--- src/common/dram_write_regs.svh ---
`ifndef DRAM_WRITE_REGS_SVH
`define DRAM_WRITE_REGS_SVH
// Overview of operation
// - Eight beats: field 00, or 01 with pin high
// - Field 01 with pin low: chop to four
// - Field 10: always chop to four beats
// - Long preamble forbids write latency nine
// - Long preamble: no six-clock CRC write spacing
// - Recovery counts from edge after last beat
// - CRC plus mask selects longer recovery delays
// - Major violation needs reset; minor stays confined
// - Setup/hold violation corrupts only that write
// - Strobe timing violation corrupts only that write
// - Tolerance needs CRC and per-command select off
// - Offending strobe within six edges of latency
// - Reads accepted after an offending write
// - Same-group writes allowed after same-group spacing
// - Cross-group writes allowed after cross-group spacing
// - Precharge all restores correct later writes

// Burst field encodings and latency values
`define BURST_FIXED8 2'h0
`define BURST_SEL 2'h1
`define BURST_FIXED4 2'h2
`define LAT_BANNED_LONG_PRE 5'h09
`define LAT_RESET 5'h09

// Timing: times in ns, counts derived from the clock
`define CLK_PERIOD_NS 40
`define NS_TO_CYC(t) (((t) + `CLK_PERIOD_NS - 1) / `CLK_PERIOD_NS)
`define WR_REC_NS 15
`define WR_REC_CRC_MSK_NS 20
`define W2R_S_NS 3
`define W2R_S_CRC_MSK_NS 5
`define W2R_L_NS 8
`define W2R_L_CRC_MSK_NS 10
`define SAME_GROUP_SPACING 6
`define CROSS_GROUP_SPACING 4
`define CRC_SPACING_ONE_PRE 5
`define READ_LATENCY 11
`define CRC_BEAT 4'hF

// Controller software registers
`define A_CFG 4'h0
`define A_WDATA 4'h1
`define A_CMD 4'h2
`define A_STATUS 4'h3
`define A_RDATA 4'h4
`define CMD_WRITE_BIT 0
`define CMD_READ_BIT 1
`define CMD_PRE_BIT 2
`define CMD_AUTOPRE_BIT 3
`define CMD_SKIP_BIT 4
`define CMD_CHOP_BIT 5
`define CMD_BG_LSB 6
`define CMD_BANK_LSB 8
`define CMD_COL_LSB 10
`endif

--- src/common/dram_write_pkg.sv ---
`include "dram_write_regs.svh"
package dram_write_pkg;
    typedef enum logic [2:0] {
        CMD_NOP      = 3'h0,
        CMD_WRITE    = 3'h1,
        CMD_READ     = 3'h2,
        CMD_PRE_ALL  = 3'h3,
        CMD_MODE_SET = 3'h4
    } cmd_e;

    typedef struct packed {
        logic [4:0] lat;
        logic       msk_en;
        logic       crc_en;
        logic       long_pre;
        logic [1:0] burst;
    } mode_s;

    typedef enum logic [1:0] {
        ST_IDLE = 2'h0,
        ST_WLAT = 2'h1,
        ST_BEAT = 2'h2,
        ST_READ = 2'h3
    } ctrl_state_e;

    function automatic logic chop_four(input logic [1:0] burst, input logic pin);
        return (burst == `BURST_FIXED4) || (burst == `BURST_SEL && !pin);
    endfunction : chop_four
endpackage : dram_write_pkg

--- src/common/dram_link_if.sv ---
`timescale 1ns/1ps
interface dram_link_if;
    dram_write_pkg::cmd_e  cmd;
    logic [1:0]            bg;
    logic [1:0]            bank;
    logic [1:0]            col;
    logic                  burst_chop_addr_pin;
    logic                  auto_pre;
    dram_write_pkg::mode_s mode;
    logic [3:0]            dq;
    logic                  dq_strobe;
    logic [3:0]            rdq;
    logic                  rdq_valid;

    modport ctrl (output cmd, bg, bank, col, burst_chop_addr_pin, auto_pre, mode, dq,
                  dq_strobe, input rdq, rdq_valid);
    modport dev  (input cmd, bg, bank, col, burst_chop_addr_pin, auto_pre, mode, dq,
                  dq_strobe, output rdq, rdq_valid);
endinterface : dram_link_if

--- src/design/dram_ctrl_end.sv ---
`timescale 1ns/1ps
`include "dram_write_regs.svh"
module dram_ctrl_end (
    // Clock and reset
    input  wire logic        mclk,
    input  wire logic        rst_n,
    // Software port
    input  wire logic [3:0]  sw_addr,
    input  wire logic [31:0] sw_wdata,
    input  wire logic        sw_wr,
    input  wire logic        sw_rd,
    output logic      [31:0] sw_rdata,
    // Write data buffer ready toward software
    output logic             wbuf_ready,
    // Link
    dram_link_if.ctrl        link
);
    localparam int unsigned DEPTH = 2;

    dram_write_pkg::ctrl_state_e state_q;
    dram_write_pkg::mode_s       cfg_q;
    logic [31:0] fifo_q [DEPTH];
    logic        wptr_q;
    logic        rptr_q;
    logic [1:0]  cnt_q;
    logic        cfg_err_q;
    logic        refused_q;
    logic        mrs_pend_q;
    logic        cmd_pend_q;
    logic [11:0] cmd_q;
    logic [5:0]  since_wr_q;
    logic [5:0]  since_cmd_q;
    logic [1:0]  last_bg_q;
    logic [4:0]  lat_q;
    logic [3:0]  beat_q;
    logic [3:0]  total_q;
    logic [31:0] shift_q;
    logic [31:0] rdata_q;
    logic        rvalid_q;
    logic [3:0]  rbeat_q;
    logic        rchop_q;
    logic        skip_q;
    logic        push;
    logic        pop;
    logic        same_bg;
    logic        both_crc_msk;
    logic [5:0]  wr_spacing;
    logic [5:0]  w2r_need;
    logic [5:0]  rec_need;
    logic        go_write;
    logic        go_read;
    logic        go_pre;
    logic        cmd_chop;

    // CRC write spacing; the long preamble adds one clock so six is skipped
    function automatic logic [5:0] crc_spacing(input logic long_pre);
        logic [5:0] s;
        s = 6'(`CRC_SPACING_ONE_PRE);
        if (long_pre) begin
            s = s + 6'h01;
            if (s == 6'h06) begin
                s = 6'h07;
            end
        end
        return s;
    endfunction : crc_spacing

    assign wbuf_ready  = (cnt_q != 2'(DEPTH));
    assign push        = sw_wr && sw_addr == `A_WDATA && wbuf_ready;
    assign same_bg     = cmd_q[`CMD_BG_LSB +: 2] == last_bg_q;
    assign both_crc_msk = cfg_q.crc_en && cfg_q.msk_en;
    assign cmd_chop    = dram_write_pkg::chop_four(cfg_q.burst, cmd_q[`CMD_CHOP_BIT]);

    always_comb begin
        if (cfg_q.crc_en) begin
            wr_spacing = crc_spacing(cfg_q.long_pre);
        end else if (same_bg) begin
            wr_spacing = 6'(`SAME_GROUP_SPACING);
        end else begin
            wr_spacing = 6'(`CROSS_GROUP_SPACING);
        end
    end

    // Mask plus CRC selects the longer variants
    always_comb begin
        if (both_crc_msk) begin
            rec_need = 6'(`NS_TO_CYC(`WR_REC_CRC_MSK_NS));
            w2r_need = same_bg ? 6'(`NS_TO_CYC(`W2R_L_CRC_MSK_NS))
                               : 6'(`NS_TO_CYC(`W2R_S_CRC_MSK_NS));
        end else begin
            rec_need = 6'(`NS_TO_CYC(`WR_REC_NS));
            w2r_need = same_bg ? 6'(`NS_TO_CYC(`W2R_L_NS)) : 6'(`NS_TO_CYC(`W2R_S_NS));
        end
    end

    // Read and precharge delays count from the edge after the last beat; write spacing counts from the write command
    assign go_write = state_q == dram_write_pkg::ST_IDLE && cmd_pend_q && !mrs_pend_q
                      && cmd_q[`CMD_WRITE_BIT] && cnt_q != 2'h0 && since_cmd_q >= wr_spacing;
    assign go_read  = state_q == dram_write_pkg::ST_IDLE && cmd_pend_q && !mrs_pend_q
                      && cmd_q[`CMD_READ_BIT] && since_wr_q >= w2r_need;
    assign go_pre   = state_q == dram_write_pkg::ST_IDLE && cmd_pend_q && !mrs_pend_q
                      && cmd_q[`CMD_PRE_BIT] && since_wr_q >= rec_need;
    assign pop      = go_write;

    // Two-entry write data buffer; a stall here holds the write command back
    always_ff @(posedge mclk or negedge rst_n) begin
        if (!rst_n) begin
            wptr_q <= 1'b0;
            rptr_q <= 1'b0;
            cnt_q  <= 2'h0;
        end else begin
            if (push) begin
                wptr_q <= ~wptr_q;
            end
            if (pop) begin
                rptr_q <= ~rptr_q;
            end
            cnt_q <= cnt_q + {1'b0, push} - {1'b0, pop};
        end
    end

    always_ff @(posedge mclk) begin
        if (push) begin
            fifo_q[wptr_q] <= sw_wdata;
        end
    end

    // Configuration and command intake
    always_ff @(posedge mclk or negedge rst_n) begin
        if (!rst_n) begin
            cfg_q      <= '{lat: `LAT_RESET, default: '0};
            cfg_err_q  <= 1'b0;
            mrs_pend_q <= 1'b0;
            cmd_pend_q <= 1'b0;
            cmd_q      <= 12'h000;
            refused_q  <= 1'b0;
        end else begin
            if (sw_wr && sw_addr == `A_CFG) begin
                // Rejected settings leave the old mode in force
                if (sw_wdata[2] && sw_wdata[9:5] == `LAT_BANNED_LONG_PRE) begin
                    cfg_err_q <= 1'b1;
                end else if (state_q != dram_write_pkg::ST_IDLE || cmd_pend_q) begin
                    refused_q <= 1'b1;
                end else begin
                    cfg_q      <= dram_write_pkg::mode_s'(sw_wdata[9:0]);
                    cfg_err_q  <= 1'b0;
                    mrs_pend_q <= 1'b1;
                end
            end else if (mrs_pend_q) begin
                mrs_pend_q <= 1'b0;
            end
            if (sw_wr && sw_addr == `A_CMD) begin
                if (cmd_pend_q) begin
                    refused_q <= 1'b1;
                end else begin
                    cmd_q      <= sw_wdata[11:0];
                    cmd_pend_q <= |sw_wdata[2:0];
                end
            end else if (go_write || go_read || go_pre) begin
                cmd_pend_q <= 1'b0;
            end
            if (sw_rd && sw_addr == `A_STATUS) begin
                refused_q <= 1'b0;
            end
        end
    end

    // Command, write beats and read collection
    always_ff @(posedge mclk or negedge rst_n) begin
        if (!rst_n) begin
            state_q   <= dram_write_pkg::ST_IDLE;
            link.cmd  <= dram_write_pkg::CMD_NOP;
            link.bg   <= 2'h0;
            link.bank <= 2'h0;
            link.col  <= 2'h0;
            link.burst_chop_addr_pin <= 1'b0;
            link.auto_pre  <= 1'b0;
            link.mode      <= '0;
            link.dq        <= 4'h0;
            link.dq_strobe <= 1'b0;
            since_wr_q  <= 6'h3F;
            since_cmd_q <= 6'h3F;
            last_bg_q   <= 2'h0;
            lat_q   <= 5'h00;
            beat_q  <= 4'h0;
            total_q <= 4'h0;
            shift_q <= 32'h0000_0000;
            skip_q  <= 1'b0;
            rbeat_q <= 4'h0;
            rchop_q <= 1'b0;
            rdata_q <= 32'h0000_0000;
            rvalid_q <= 1'b0;
        end else begin
            link.cmd <= dram_write_pkg::CMD_NOP;
            if (since_wr_q != 6'h3F) begin
                since_wr_q <= since_wr_q + 6'h01;
            end
            if (since_cmd_q != 6'h3F) begin
                since_cmd_q <= since_cmd_q + 6'h01;
            end
            if (sw_rd && sw_addr == `A_RDATA) begin
                rvalid_q <= 1'b0;
            end
            if (cmd_pend_q || mrs_pend_q) begin
                link.bg   <= cmd_q[`CMD_BG_LSB +: 2];
                link.bank <= cmd_q[`CMD_BANK_LSB +: 2];
                link.col  <= cmd_q[`CMD_COL_LSB +: 2];
                link.burst_chop_addr_pin <= cmd_q[`CMD_CHOP_BIT];
                link.auto_pre <= cmd_q[`CMD_AUTOPRE_BIT];
                link.mode     <= cfg_q;
            end
            case (state_q)
                dram_write_pkg::ST_IDLE: begin
                    if (mrs_pend_q) begin
                        link.cmd <= dram_write_pkg::CMD_MODE_SET;
                    end else if (go_write) begin
                        link.cmd    <= dram_write_pkg::CMD_WRITE;
                        since_cmd_q <= 6'h00;
                        last_bg_q   <= cmd_q[`CMD_BG_LSB +: 2];
                        lat_q   <= cfg_q.lat;
                        total_q <= (cmd_chop ? 4'h4 : 4'h8) + {3'h0, cfg_q.crc_en};
                        shift_q <= fifo_q[rptr_q];
                        skip_q  <= cmd_q[`CMD_SKIP_BIT];
                        state_q <= dram_write_pkg::ST_WLAT;
                    end else if (go_read) begin
                        link.cmd <= dram_write_pkg::CMD_READ;
                        rbeat_q  <= 4'h0;
                        rchop_q  <= cmd_chop;
                        rdata_q  <= 32'h0000_0000;
                        rvalid_q <= 1'b0;
                        state_q  <= dram_write_pkg::ST_READ;
                    end else if (go_pre) begin
                        link.cmd <= dram_write_pkg::CMD_PRE_ALL;
                    end
                end
                dram_write_pkg::ST_WLAT: begin
                    lat_q <= lat_q - 5'h01;
                    if (lat_q == 5'h01) begin
                        link.dq        <= shift_q[3:0];
                        link.dq_strobe <= !skip_q;
                        shift_q <= {4'h0, shift_q[31:4]};
                        beat_q  <= 4'h1;
                        state_q <= dram_write_pkg::ST_BEAT;
                    end
                end
                dram_write_pkg::ST_BEAT: begin
                    if (beat_q == total_q) begin
                        link.dq_strobe <= 1'b0;
                        since_wr_q <= 6'h00;
                        state_q    <= dram_write_pkg::ST_IDLE;
                    end else begin
                        link.dq        <= (cfg_q.crc_en && beat_q == total_q - 4'h1)
                                          ? `CRC_BEAT : shift_q[3:0];
                        link.dq_strobe <= 1'b1;
                        shift_q <= {4'h0, shift_q[31:4]};
                        beat_q  <= beat_q + 4'h1;
                    end
                end
                dram_write_pkg::ST_READ: begin
                    if (link.rdq_valid) begin
                        rdata_q <= rchop_q ? {16'h0000, link.rdq, rdata_q[15:4]}
                                           : {link.rdq, rdata_q[31:4]};
                        rbeat_q <= rbeat_q + 4'h1;
                        if (rbeat_q == (rchop_q ? 4'h3 : 4'h7)) begin
                            rvalid_q <= 1'b1;
                            state_q  <= dram_write_pkg::ST_IDLE;
                        end
                    end
                end
                default: state_q <= dram_write_pkg::ST_IDLE;
            endcase
        end
    end

    // Read data one cycle after the strobe
    always_ff @(posedge mclk or negedge rst_n) begin
        if (!rst_n) begin
            sw_rdata <= 32'h0000_0000;
        end else if (sw_rd) begin
            case (sw_addr)
                `A_CFG:    sw_rdata <= {22'h000000, cfg_q};
                `A_STATUS: sw_rdata <= {26'h0000000, rvalid_q, refused_q, cfg_err_q,
                                        cnt_q == 2'h0, !wbuf_ready,
                                        state_q != dram_write_pkg::ST_IDLE || cmd_pend_q};
                `A_RDATA:  sw_rdata <= rdata_q;
                default:   sw_rdata <= 32'h0000_0000;
            endcase
        end else begin
            sw_rdata <= 32'h0000_0000;
        end
    end
endmodule : dram_ctrl_end

--- src/flat_wrapper.sv ---
// flat-port wrapper written by rule: the top's interface ports become plain ports
module dram_ctrl_end_flat 
  (mclk, rst_n, sw_addr, sw_wdata, sw_wr, sw_rd, sw_rdata, wbuf_ready, link_cmd, link_bg, link_bank, link_col, link_burst_chop_addr_pin, link_auto_pre, link_mode, link_dq, link_dq_strobe, link_rdq, link_rdq_valid);
  dram_link_if link_i ();
  input  wire logic mclk;
  input  wire logic rst_n;
  input  wire logic [3:0] sw_addr;
  input  wire logic [31:0] sw_wdata;
  input  wire logic sw_wr;
  input  wire logic sw_rd;
  output logic      [31:0] sw_rdata;
  output logic wbuf_ready;
  output wire logic [$bits(link_i.cmd)-1:0] link_cmd;
  output wire logic [$bits(link_i.bg)-1:0] link_bg;
  output wire logic [$bits(link_i.bank)-1:0] link_bank;
  output wire logic [$bits(link_i.col)-1:0] link_col;
  output wire logic [$bits(link_i.burst_chop_addr_pin)-1:0] link_burst_chop_addr_pin;
  output wire logic [$bits(link_i.auto_pre)-1:0] link_auto_pre;
  output wire logic [$bits(link_i.mode)-1:0] link_mode;
  output wire logic [$bits(link_i.dq)-1:0] link_dq;
  output wire logic [$bits(link_i.dq_strobe)-1:0] link_dq_strobe;
  input wire logic [$bits(link_i.rdq)-1:0] link_rdq;
  input wire logic [$bits(link_i.rdq_valid)-1:0] link_rdq_valid;
  assign link_cmd = link_i.cmd;
  assign link_bg = link_i.bg;
  assign link_bank = link_i.bank;
  assign link_col = link_i.col;
  assign link_burst_chop_addr_pin = link_i.burst_chop_addr_pin;
  assign link_auto_pre = link_i.auto_pre;
  assign link_mode = link_i.mode;
  assign link_dq = link_i.dq;
  assign link_dq_strobe = link_i.dq_strobe;
  assign link_i.rdq = link_rdq;
  assign link_i.rdq_valid = link_rdq_valid;
  dram_ctrl_end u_core (.mclk(mclk), .rst_n(rst_n), .sw_addr(sw_addr), .sw_wdata(sw_wdata), .sw_wr(sw_wr), .sw_rd(sw_rd), .sw_rdata(sw_rdata), .wbuf_ready(wbuf_ready), .link(link_i));
endmodule
--- config.mk ---
export PLATFORM = sky130hd
export DESIGN_NAME = dram_ctrl_end_flat
export DESIGN_NICKNAME = d
export VERILOG_FILES = /design/src/common/dram_write_pkg.sv /design/src/common/dram_link_if.sv /design/src/design/dram_ctrl_end.sv /design/src/flat_wrapper.sv
export VERILOG_INCLUDE_DIRS = /design/src /design/src/common
export SDC_FILE = /design/constraint.sdc
export NUM_CORES = 1
export LEC_CHECK = 0
export BUFFER_PORTS_ARGS = -buffer_cell sky130_fd_sc_hd__buf_2
export CAP_MARGIN = 10
export CORE_MARGIN = 2
export CORE_UTILIZATION = 35
export DETAILED_ROUTE_END_ITERATION = 8
export PLACE_DENSITY = 0.51
export SLEW_MARGIN = 20
export SYNTH_ARGS = -nofsm -noshare
export SYNTH_HDL_FRONTEND = slang
export SYNTH_SLANG_ARGS = --single-unit
export TNS_END_PERCENT = 5
--- constraint.sdc ---
create_clock -name mclk -period 5.7 [get_ports mclk]
set_input_delay 0.285 -clock mclk [delete_from_list [all_inputs] [get_ports mclk]]
set_output_delay 0.285 -clock mclk [all_outputs]
set_load 0.02 [all_outputs]
==> results.py, run 1 <==
metrics = {
    "run_status": {
        "status": "completed",
    },
    "route": {
        "drt_iter0_markers": 333,
        "first_pass_iters": 4,
        "routed_wl_um": 24400,
        "vias": 6722,
        "ant_nets": 0,
        "wire_per_inst_um": 18.0,
        "drc": 0,
        "vias_per_cell": 4.95,
    },
    "global_routing": {
        "grt_pass1_wl_um": 38900,
        "grt_usage_pct": 15.8,
        "antenna_found_initial": 1,
        "first_global_vias": 6928,
        "grt_max_degree": 100,
        "grt_overflow": 0,
    },
    "setup_path": {
        "crit_arrival_ns": 4.02,
        "crit_fanout": 17,
        "endpoint_kind": "flip-flop",
        "path_class": "flip-flop to flip-flop",
        "critPathLaunchType": "flip-flop",
        "required_ns": 6.17,
    },
    "die": {
        "rows": 63,
        "io_pins": 104,
        "die_area_um2": 31500,
        "initial_utilization_pct": 35.5,
        "die_h_um": 177,
        "dieWidth_um": 177,
        "coreArea_um2": 29600,
    },
    "placement": {
        "port-buffer-count": 103,
        "finalWeightedCongestion": 0.808,
        "place_ws_ns": 2.19,
        "dp_hpwl_um": 16000,
    },
    "timing": {
        "finalCritPeriodShare_pct": 62.4,
        "slew_violations": 0,
        "fin_ws_ns": 2.14,
        "slew_headroom_pct": 29.1,
        "rsz0062_at_grt": "no",
        "post-route-min-period_ns": 3.56,
        "fin_setup_tns_ns": 0,
        "hold_violations": 0,
        "skew_ns": 0.00914,
        "setup_viol": 0,
        "fmax_ghz": 0.281,
        "worst_pin_slew_ns": 1.06,
    },
    "yosys": {
        "ys_async_sr_fraction_pct": 74.5,
        "synth_compound_area_share_pct": 10.3,
        "synth_area_um2": 10500,
        "synthAdderAreaFrac_pct": 2.14,
        "ys_seq_area_share_pct": 62.9,
        "syn_inst": 812,
        "synth_xor_area_share_pct": 1.41,
        "synth-edff-count": 64,
        "synth_fp_nets": 875,
        "synthSimpleGateAreaFrac_pct": 9.37,
        "yosysWarnings": 0,
        "avgSynthCellArea_um2": 13.0,
        "synth-main-ff-cell": "dfrtp_1",
        "ys_ff_latch": 251,
        "synth.distinct_cells": 68,
        "synth_top_family_by_area": "multiplexers",
        "synth_mux_area_share_pct": 11.3,
    },
    "final_layout": {
        "nets": 1007,
        "syn2layout_area_growth_pct": 19.6,
        "drive_gt1_share_pct": 26.2,
        "insertedDiodeCount": 0,
    },
    "power": {
        "ir_drop_mv": 0.271,
        "p_leak_nw": 5.65,
        "power_switching_mw": 2.22,
        "p_int_mw": 4.15,
        "pwr-share-clk_pct": 26.7,
        "power.density_nw_per_um2": 506,
        "p_seq_share_pct": 41.7,
        "sw_frac_of_total_pct": 34.9,
        "combPwrFrac_pct": 31.6,
    },
    "clocking": {
        "cts_buffers": 29,
        "path_clk_slew_ns": 0.06,
        "cts.sinks": 251,
        "clock_path_buffers": 3,
        "cts_setup_buffers": 0,
        "cts_tree": "built",
        "cts_htree_levels": 1,
        "root_buffer": "clkbuf_16",
        "insertion_delay_ns": 0.54,
    },
    "flow_run": {
        "max_cap_viol_count": 0,
    },
    "hold_path": {
        "hold_path.class": "input port to flip-flop",
    },
}
-- state kept, by name (all words and copies together) (netlist names), 3 cells and up --
| signal | count |
|---|---|
| u_core.fifo_q | 64 |
| u_core.cmd_q | 12 |
| u_core.since_wr_q | 6 |
| u_core.shift_q | 32 |
| u_core.rbeat_q | 4 |
| u_core.link.mode | 10 |
| u_core.sw_rdata | 32 |
| u_core.cfg_q | 10 |
| u_core.total_q | 3 |
| u_core.since_cmd_q | 6 |
| u_core.link.cmd | 3 |
| u_core.rdata_q | 32 |
| u_core.lat_q | 5 |
| u_core.beat_q | 4 |
| u_core.link.dq | 4 |
-- final timing paths --
path                                  endpoint  depth (start not counted)  slack, ns             from
max                            u_core.cnt_q[1]                         13       2.14  u_core.cmd_q[7]
min                        u_core.fifo_q[0][1]                          1       0.04      sw_wdata[1]
max reg2reg                    u_core.cnt_q[1]                         13       2.14  u_core.cmd_q[7]
min reg2reg                      u_core.skip_q                          2       0.48  u_core.cmd_q[4]
max in group asynchronous      u_core.lat_q[2]                          3       4.15            rst_n
min in group asynchronous    u_core.link.dq[3]                          2       0.40            rst_n
-- cell families after synthesis --
family,count (synthesis)
AOI/OAI and AO/OA,157
xor gates and xnor gates,17
adders and majority gates,18
buffers and inverters,62
DFF,251
muxes,110
and+or+nand+nor,197
-- cells in the final DEF, fill, tap and decap left out, types with 3 or more instances in the layout --
master,n
dfrtp_1,172
buf_2,102
mux2_2,72
nand2_1,64
edfxtp_1,64
o21ai_0,51
nor2_1,41
mux2i_1,36
a22o_1,35
and3_1,29
clkbuf_16,29
dlygate4sd3_1,27
inv_1,24
a21oi_1,20
ha_1,17
dfstp_2,14
nor3_1,13
nand3_1,11
clkbuf_1,10
a22oi_1,9
xor2_1,9
buf_4,9
xnor2_1,8
nand2b_1,7
clkinv_1,6
clkinv_2,6
o22ai_1,5
nand3b_1,5
a21o_1,4
nor2b_1,4
a211o_1,3
-- cells in the mapped netlist (3+ instances only) --
master / n / area share [%]
a211o_1: 3 / 0.25
a21o_1: 4 / 0.29
a21oi_1: 20 / 0.95
a22o_1: 35 / 2.9
a22oi_1: 9 / 0.64
and3_1: 29 / 1.7
buf_2: 6 / 0.29
buf_6: 4 / 0.43
clkbuf_1: 26 / 0.93
dfrtp_1: 173 / 41
dfstp_2: 14 / 3.5
edfxtp_1: 64 / 18
ha_1: 18 / 2.1
inv_1: 24 / 0.86
mux2_2: 72 / 7.7
mux2i_1: 36 / 3.4
nand2_1: 64 / 2.3
nand2b_1: 7 / 0.42
nand3_1: 11 / 0.52
nand3b_1: 5 / 0.36
nor2_1: 43 / 1.5
nor2b_1: 5 / 0.30
nor3_1: 13 / 0.62
o21ai_0: 51 / 2.4
o22ai_1: 5 / 0.30
xnor2_1: 8 / 0.67
xor2_1: 9 / 0.75
-- power groups by stage --
stage	registers (mW)	clock network, mW	logic (mW)
after floorplan	2.61	0	1.54
after CTS	2.66	1.75	2.05
after detailed placement	2.69	0	2.03
final	2.66	1.70	2.01
after global placement	2.69	0	2.01
after global routing	2.72	1.83	2.27
-- stage by stage --
step / power (mW) / area [um^2] / utilization (%) / instances / hold WS, ns
after floorplan: 4.15 / 10500 / - / 812 / -0.0106
after global placement: 4.70 / 11500 / 38.6 / 1276 / 0.454
after detailed placement: 4.72 / 11500 / 38.6 / 1276 / 0.456
after CTS: 6.47 / 12600 / 42.5 / 1357 / 0.0154
after global routing: 6.82 / 12600 / 42.5 / 1357 / 0.0258
final: 6.37 / 12600 / 42.5 / 1357 / 0.0432
-- routing by layer --
metal,up-vias,GRT usage [%],wire (um)
met3,30,2.85,1080
met1,3333,22.7,11900
li1,3215,-,-
met5,-,0,0
met4,0,3.69,348
met2,144,24.7,11100
-- what timing repair did --
action / 4_1_cts / 5_1_grt
resized for setup: 0 / 0
endpoints found under the hold margin: 139 / 0
hold buffers: 27 / 0
-- worst max-delay path: stages (launching register included) --
cell and delay, ns:
dfrtp_1 0.42, xor2_1 0.15, nor3_1 0.17, a21oi_1 0.07, ha_1 0.29, o21ai_0 0.23, o21ai_1 0.15, nand2_1 0.56
inv_1 0.49, ha_1 0.43, inv_1 0.04, ha_1 0.19, xnor2_1 0.16, xnor2_1 0.13
-- layout make-up --
type,count,area (um^2)
Tap cell,390,488
Timing Repair Buffer,139,862
Clock inverter,15,98.8
Clock buffer,39,763
Sequential cell,251,6620
Inverter,24,90.1
Multi-Input combinational cell,499,3660
Fill cell,2814,17100
Note: power is estimated with default switching activity, not from simulation.
==> run 2: changes to the inputs <==
clock period = 3.4 ns   (was 5.7 ns; I/O delays follow)
==> run 2 against run 1 <==
- clock-buffer cell count increased by 1
- combinational power increased by 73%
- largest cell class unchanged
- non-clock buffer count increased by 24
- critical path type unchanged
- power increased by 70%
- routed wire length increased by 1.3%
- core utilization increased by 0.85 points
- final cell count increased by 1.6%
- first-iteration DRC count increased by 0.60%
- sequential power increased by 66%
- clock skew increased by 0.021 ns
==> results.py, run 2 (same netlist as run 1, synthesis figures left out) <==
metrics = {
    "run_status": {
        "status": "completed",
    },
    "timing": {
        "hold_violations": 0,
        "slew_violations": 0,
        "worst_pin_slew_ns": 0.740,
        "fin_ws_ns": 0.511,
        "setup_viol": 0,
        "fin_setup_tns_ns": 0,
        "slew_headroom_pct": 50.7,
        "fmax_ghz": 0.346,
        "finalCritPeriodShare_pct": 85.0,
        "post-route-min-period_ns": 2.89,
        "rsz0062_at_grt": "no",
        "skew_ns": 0.0306,
        "fin_hold_ws_ns": 0.0994,
    },
    "setup_path": {
        "critPathLaunch": "u_core.cmd_q[7]",
        "crit_fanout": 33,
        "crit_slowest_cell": "a221o_2",
        "r2r_end": "u_core.rdata_q[12]",
        "path_class": "flip-flop to flip-flop",
        "path_depth": 9,
        "rrSetupSlack_ns": 0.51,
        "r2r_cells": 9,
        "critPathBufInv": 0,
        "critPathMaxStageDelay_ns": 0.64,
        "critPathLaunchType": "flip-flop",
        "required_ns": 3.83,
        "crit_arrival_ns": 3.32,
        "r2r_start": "u_core.cmd_q[7]",
        "endpoint_kind": "flip-flop",
        "critPathTopFamily": "compound AO/OA/AOI/OAI gates",
        "path_cells": "xor2_1, nor3_1, a21oi_1, ha_1, o21ai_0, o21ai_1, a21o_1, a221o_2, a22o_1",
        "endpoint": "u_core.rdata_q[12]",
    },
    "final_layout": {
        "multi_input_area_um2": 3660,
        "fillers": 2843,
        "nets": 1030,
        "regMostFlops": "u_core.fifo_q",
        "layout_common_cells": "dfrtp_1 (172), buf_2 (102), mux2_2 (72), nand2_1 (64), edfxtp_1 (64)",
        "drive_gt1_share_pct": 26.8,
        "insertedDiodeCount": 0,
        "syn2layout_area_growth_pct": 22.0,
        "largest_register_ffs": 64,
        "layout_commonest_cell": "dfrtp_1",
        "ff_latch_area_um2": 6620,
        "stdcell_area_um2": 12800,
    },
    "power": {
        "ir_drop_mv": 0.491,
        "power_mw": 10.8,
        "power.density_nw_per_um2": 841,
        "p_leak_nw": 5.78,
    },
    "clocking": {
        "clock_path_buffers": 3,
        "insertion_delay_ns": 0.55,
        "root_buffer": "clkbuf_16",
        "path_clk_slew_ns": 0.06,
        "cts_tree": "built",
        "cts_buffers": 28,
        "cts_htree_levels": 1,
        "cts.sinks": 251,
        "cts_setup_buffers": 0,
    },
    "global_routing": {
        "grt_usage_pct": 15.9,
        "first_global_vias": 6994,
        "antenna_found_initial": 1,
        "grt_overflow": 0,
        "grt_pass1_wl_um": 39200,
        "grt_max_degree": 75,
    },
    "hold_path": {
        "hold_path.class": "input port to flip-flop",
    },
    "route": {
        "vias": 6881,
        "wire_per_inst_um": 17.9,
        "ant_nets": 0,
        "drc": 0,
        "routed_wl_um": 24700,
        "first_pass_iters": 4,
        "vias_per_cell": 4.99,
        "drt_iter0_markers": 335,
    },
    "placement": {
        "port-buffer-count": 103,
        "place_ws_ns": 0.518,
        "finalWeightedCongestion": 0.828,
        "post_dp_cell_area_um2": 11500,
        "dp_hpwl_um": 16400,
    },
    "die": {
        "die_h_um": 177,
        "initial_utilization_pct": 35.5,
        "rows": 63,
        "dieWidth_um": 177,
        "io_pins": 104,
        "die_area_um2": 31500,
        "coreArea_um2": 29600,
    },
    "flow_run": {
        "max_cap_viol_count": 0,
    },
}
## run 2: per-stage QoR
stage,instances,utilization [%]
after global placement,1287,39.0
after floorplan,812,-
after global routing,1379,43.3
after CTS,1379,43.3
final,1379,43.3
after detailed placement,1287,39.0
## run 2: power breakdown
group / switching [mW] / leakage, nW / total [mW] / internal, mW
clock network: 1.20 / 0.432 / 2.91 / 1.72
registers: 0.599 / 3.00 / 4.42 / 3.82
logic: 1.92 / 2.35 / 3.47 / 1.55
## run 2: metal layers
metal | part of all wire [%] | GRT usage (%)
met1 | 49 | 23.1
met2 | 46 | 25.1
met3 | 3.6 | 2.19
met4 | 2.3 | 3.96
met5 | 0 | 0
## run 2: final cells by class
class	count	area share (%)
flip-flops and latches	251	51.6
multi-input cells	499	28.5
repair buffers	163	8.47
clock buffers	40	6.29
well taps	390	3.80
inverters	24	0.702
clock inverters	12	0.653
## run 2: repair_timing
item | in CTS | in global routing
endpoints found under the hold margin | 149 | 0
hold buffers | 40 | 0
resized for setup | 0 | 0
## run 2: how the worst min path moves through the flow
stage                     start  slack, ns            endpoint  cells after the start
after floorplan           rst_n      -0.13    u_core.beat_q[0]                      0
after global placement    rst_n       0.24   u_core.link.dq[1]                      1
after detailed placement  rst_n       0.24   u_core.link.dq[0]                      1
after CTS                 sw_rd       0.08    u_core.refused_q                      2
after global routing      sw_rd       0.14  u_core.sw_rdata[9]                      2
final                     sw_rd        0.1    u_core.refused_q                      2
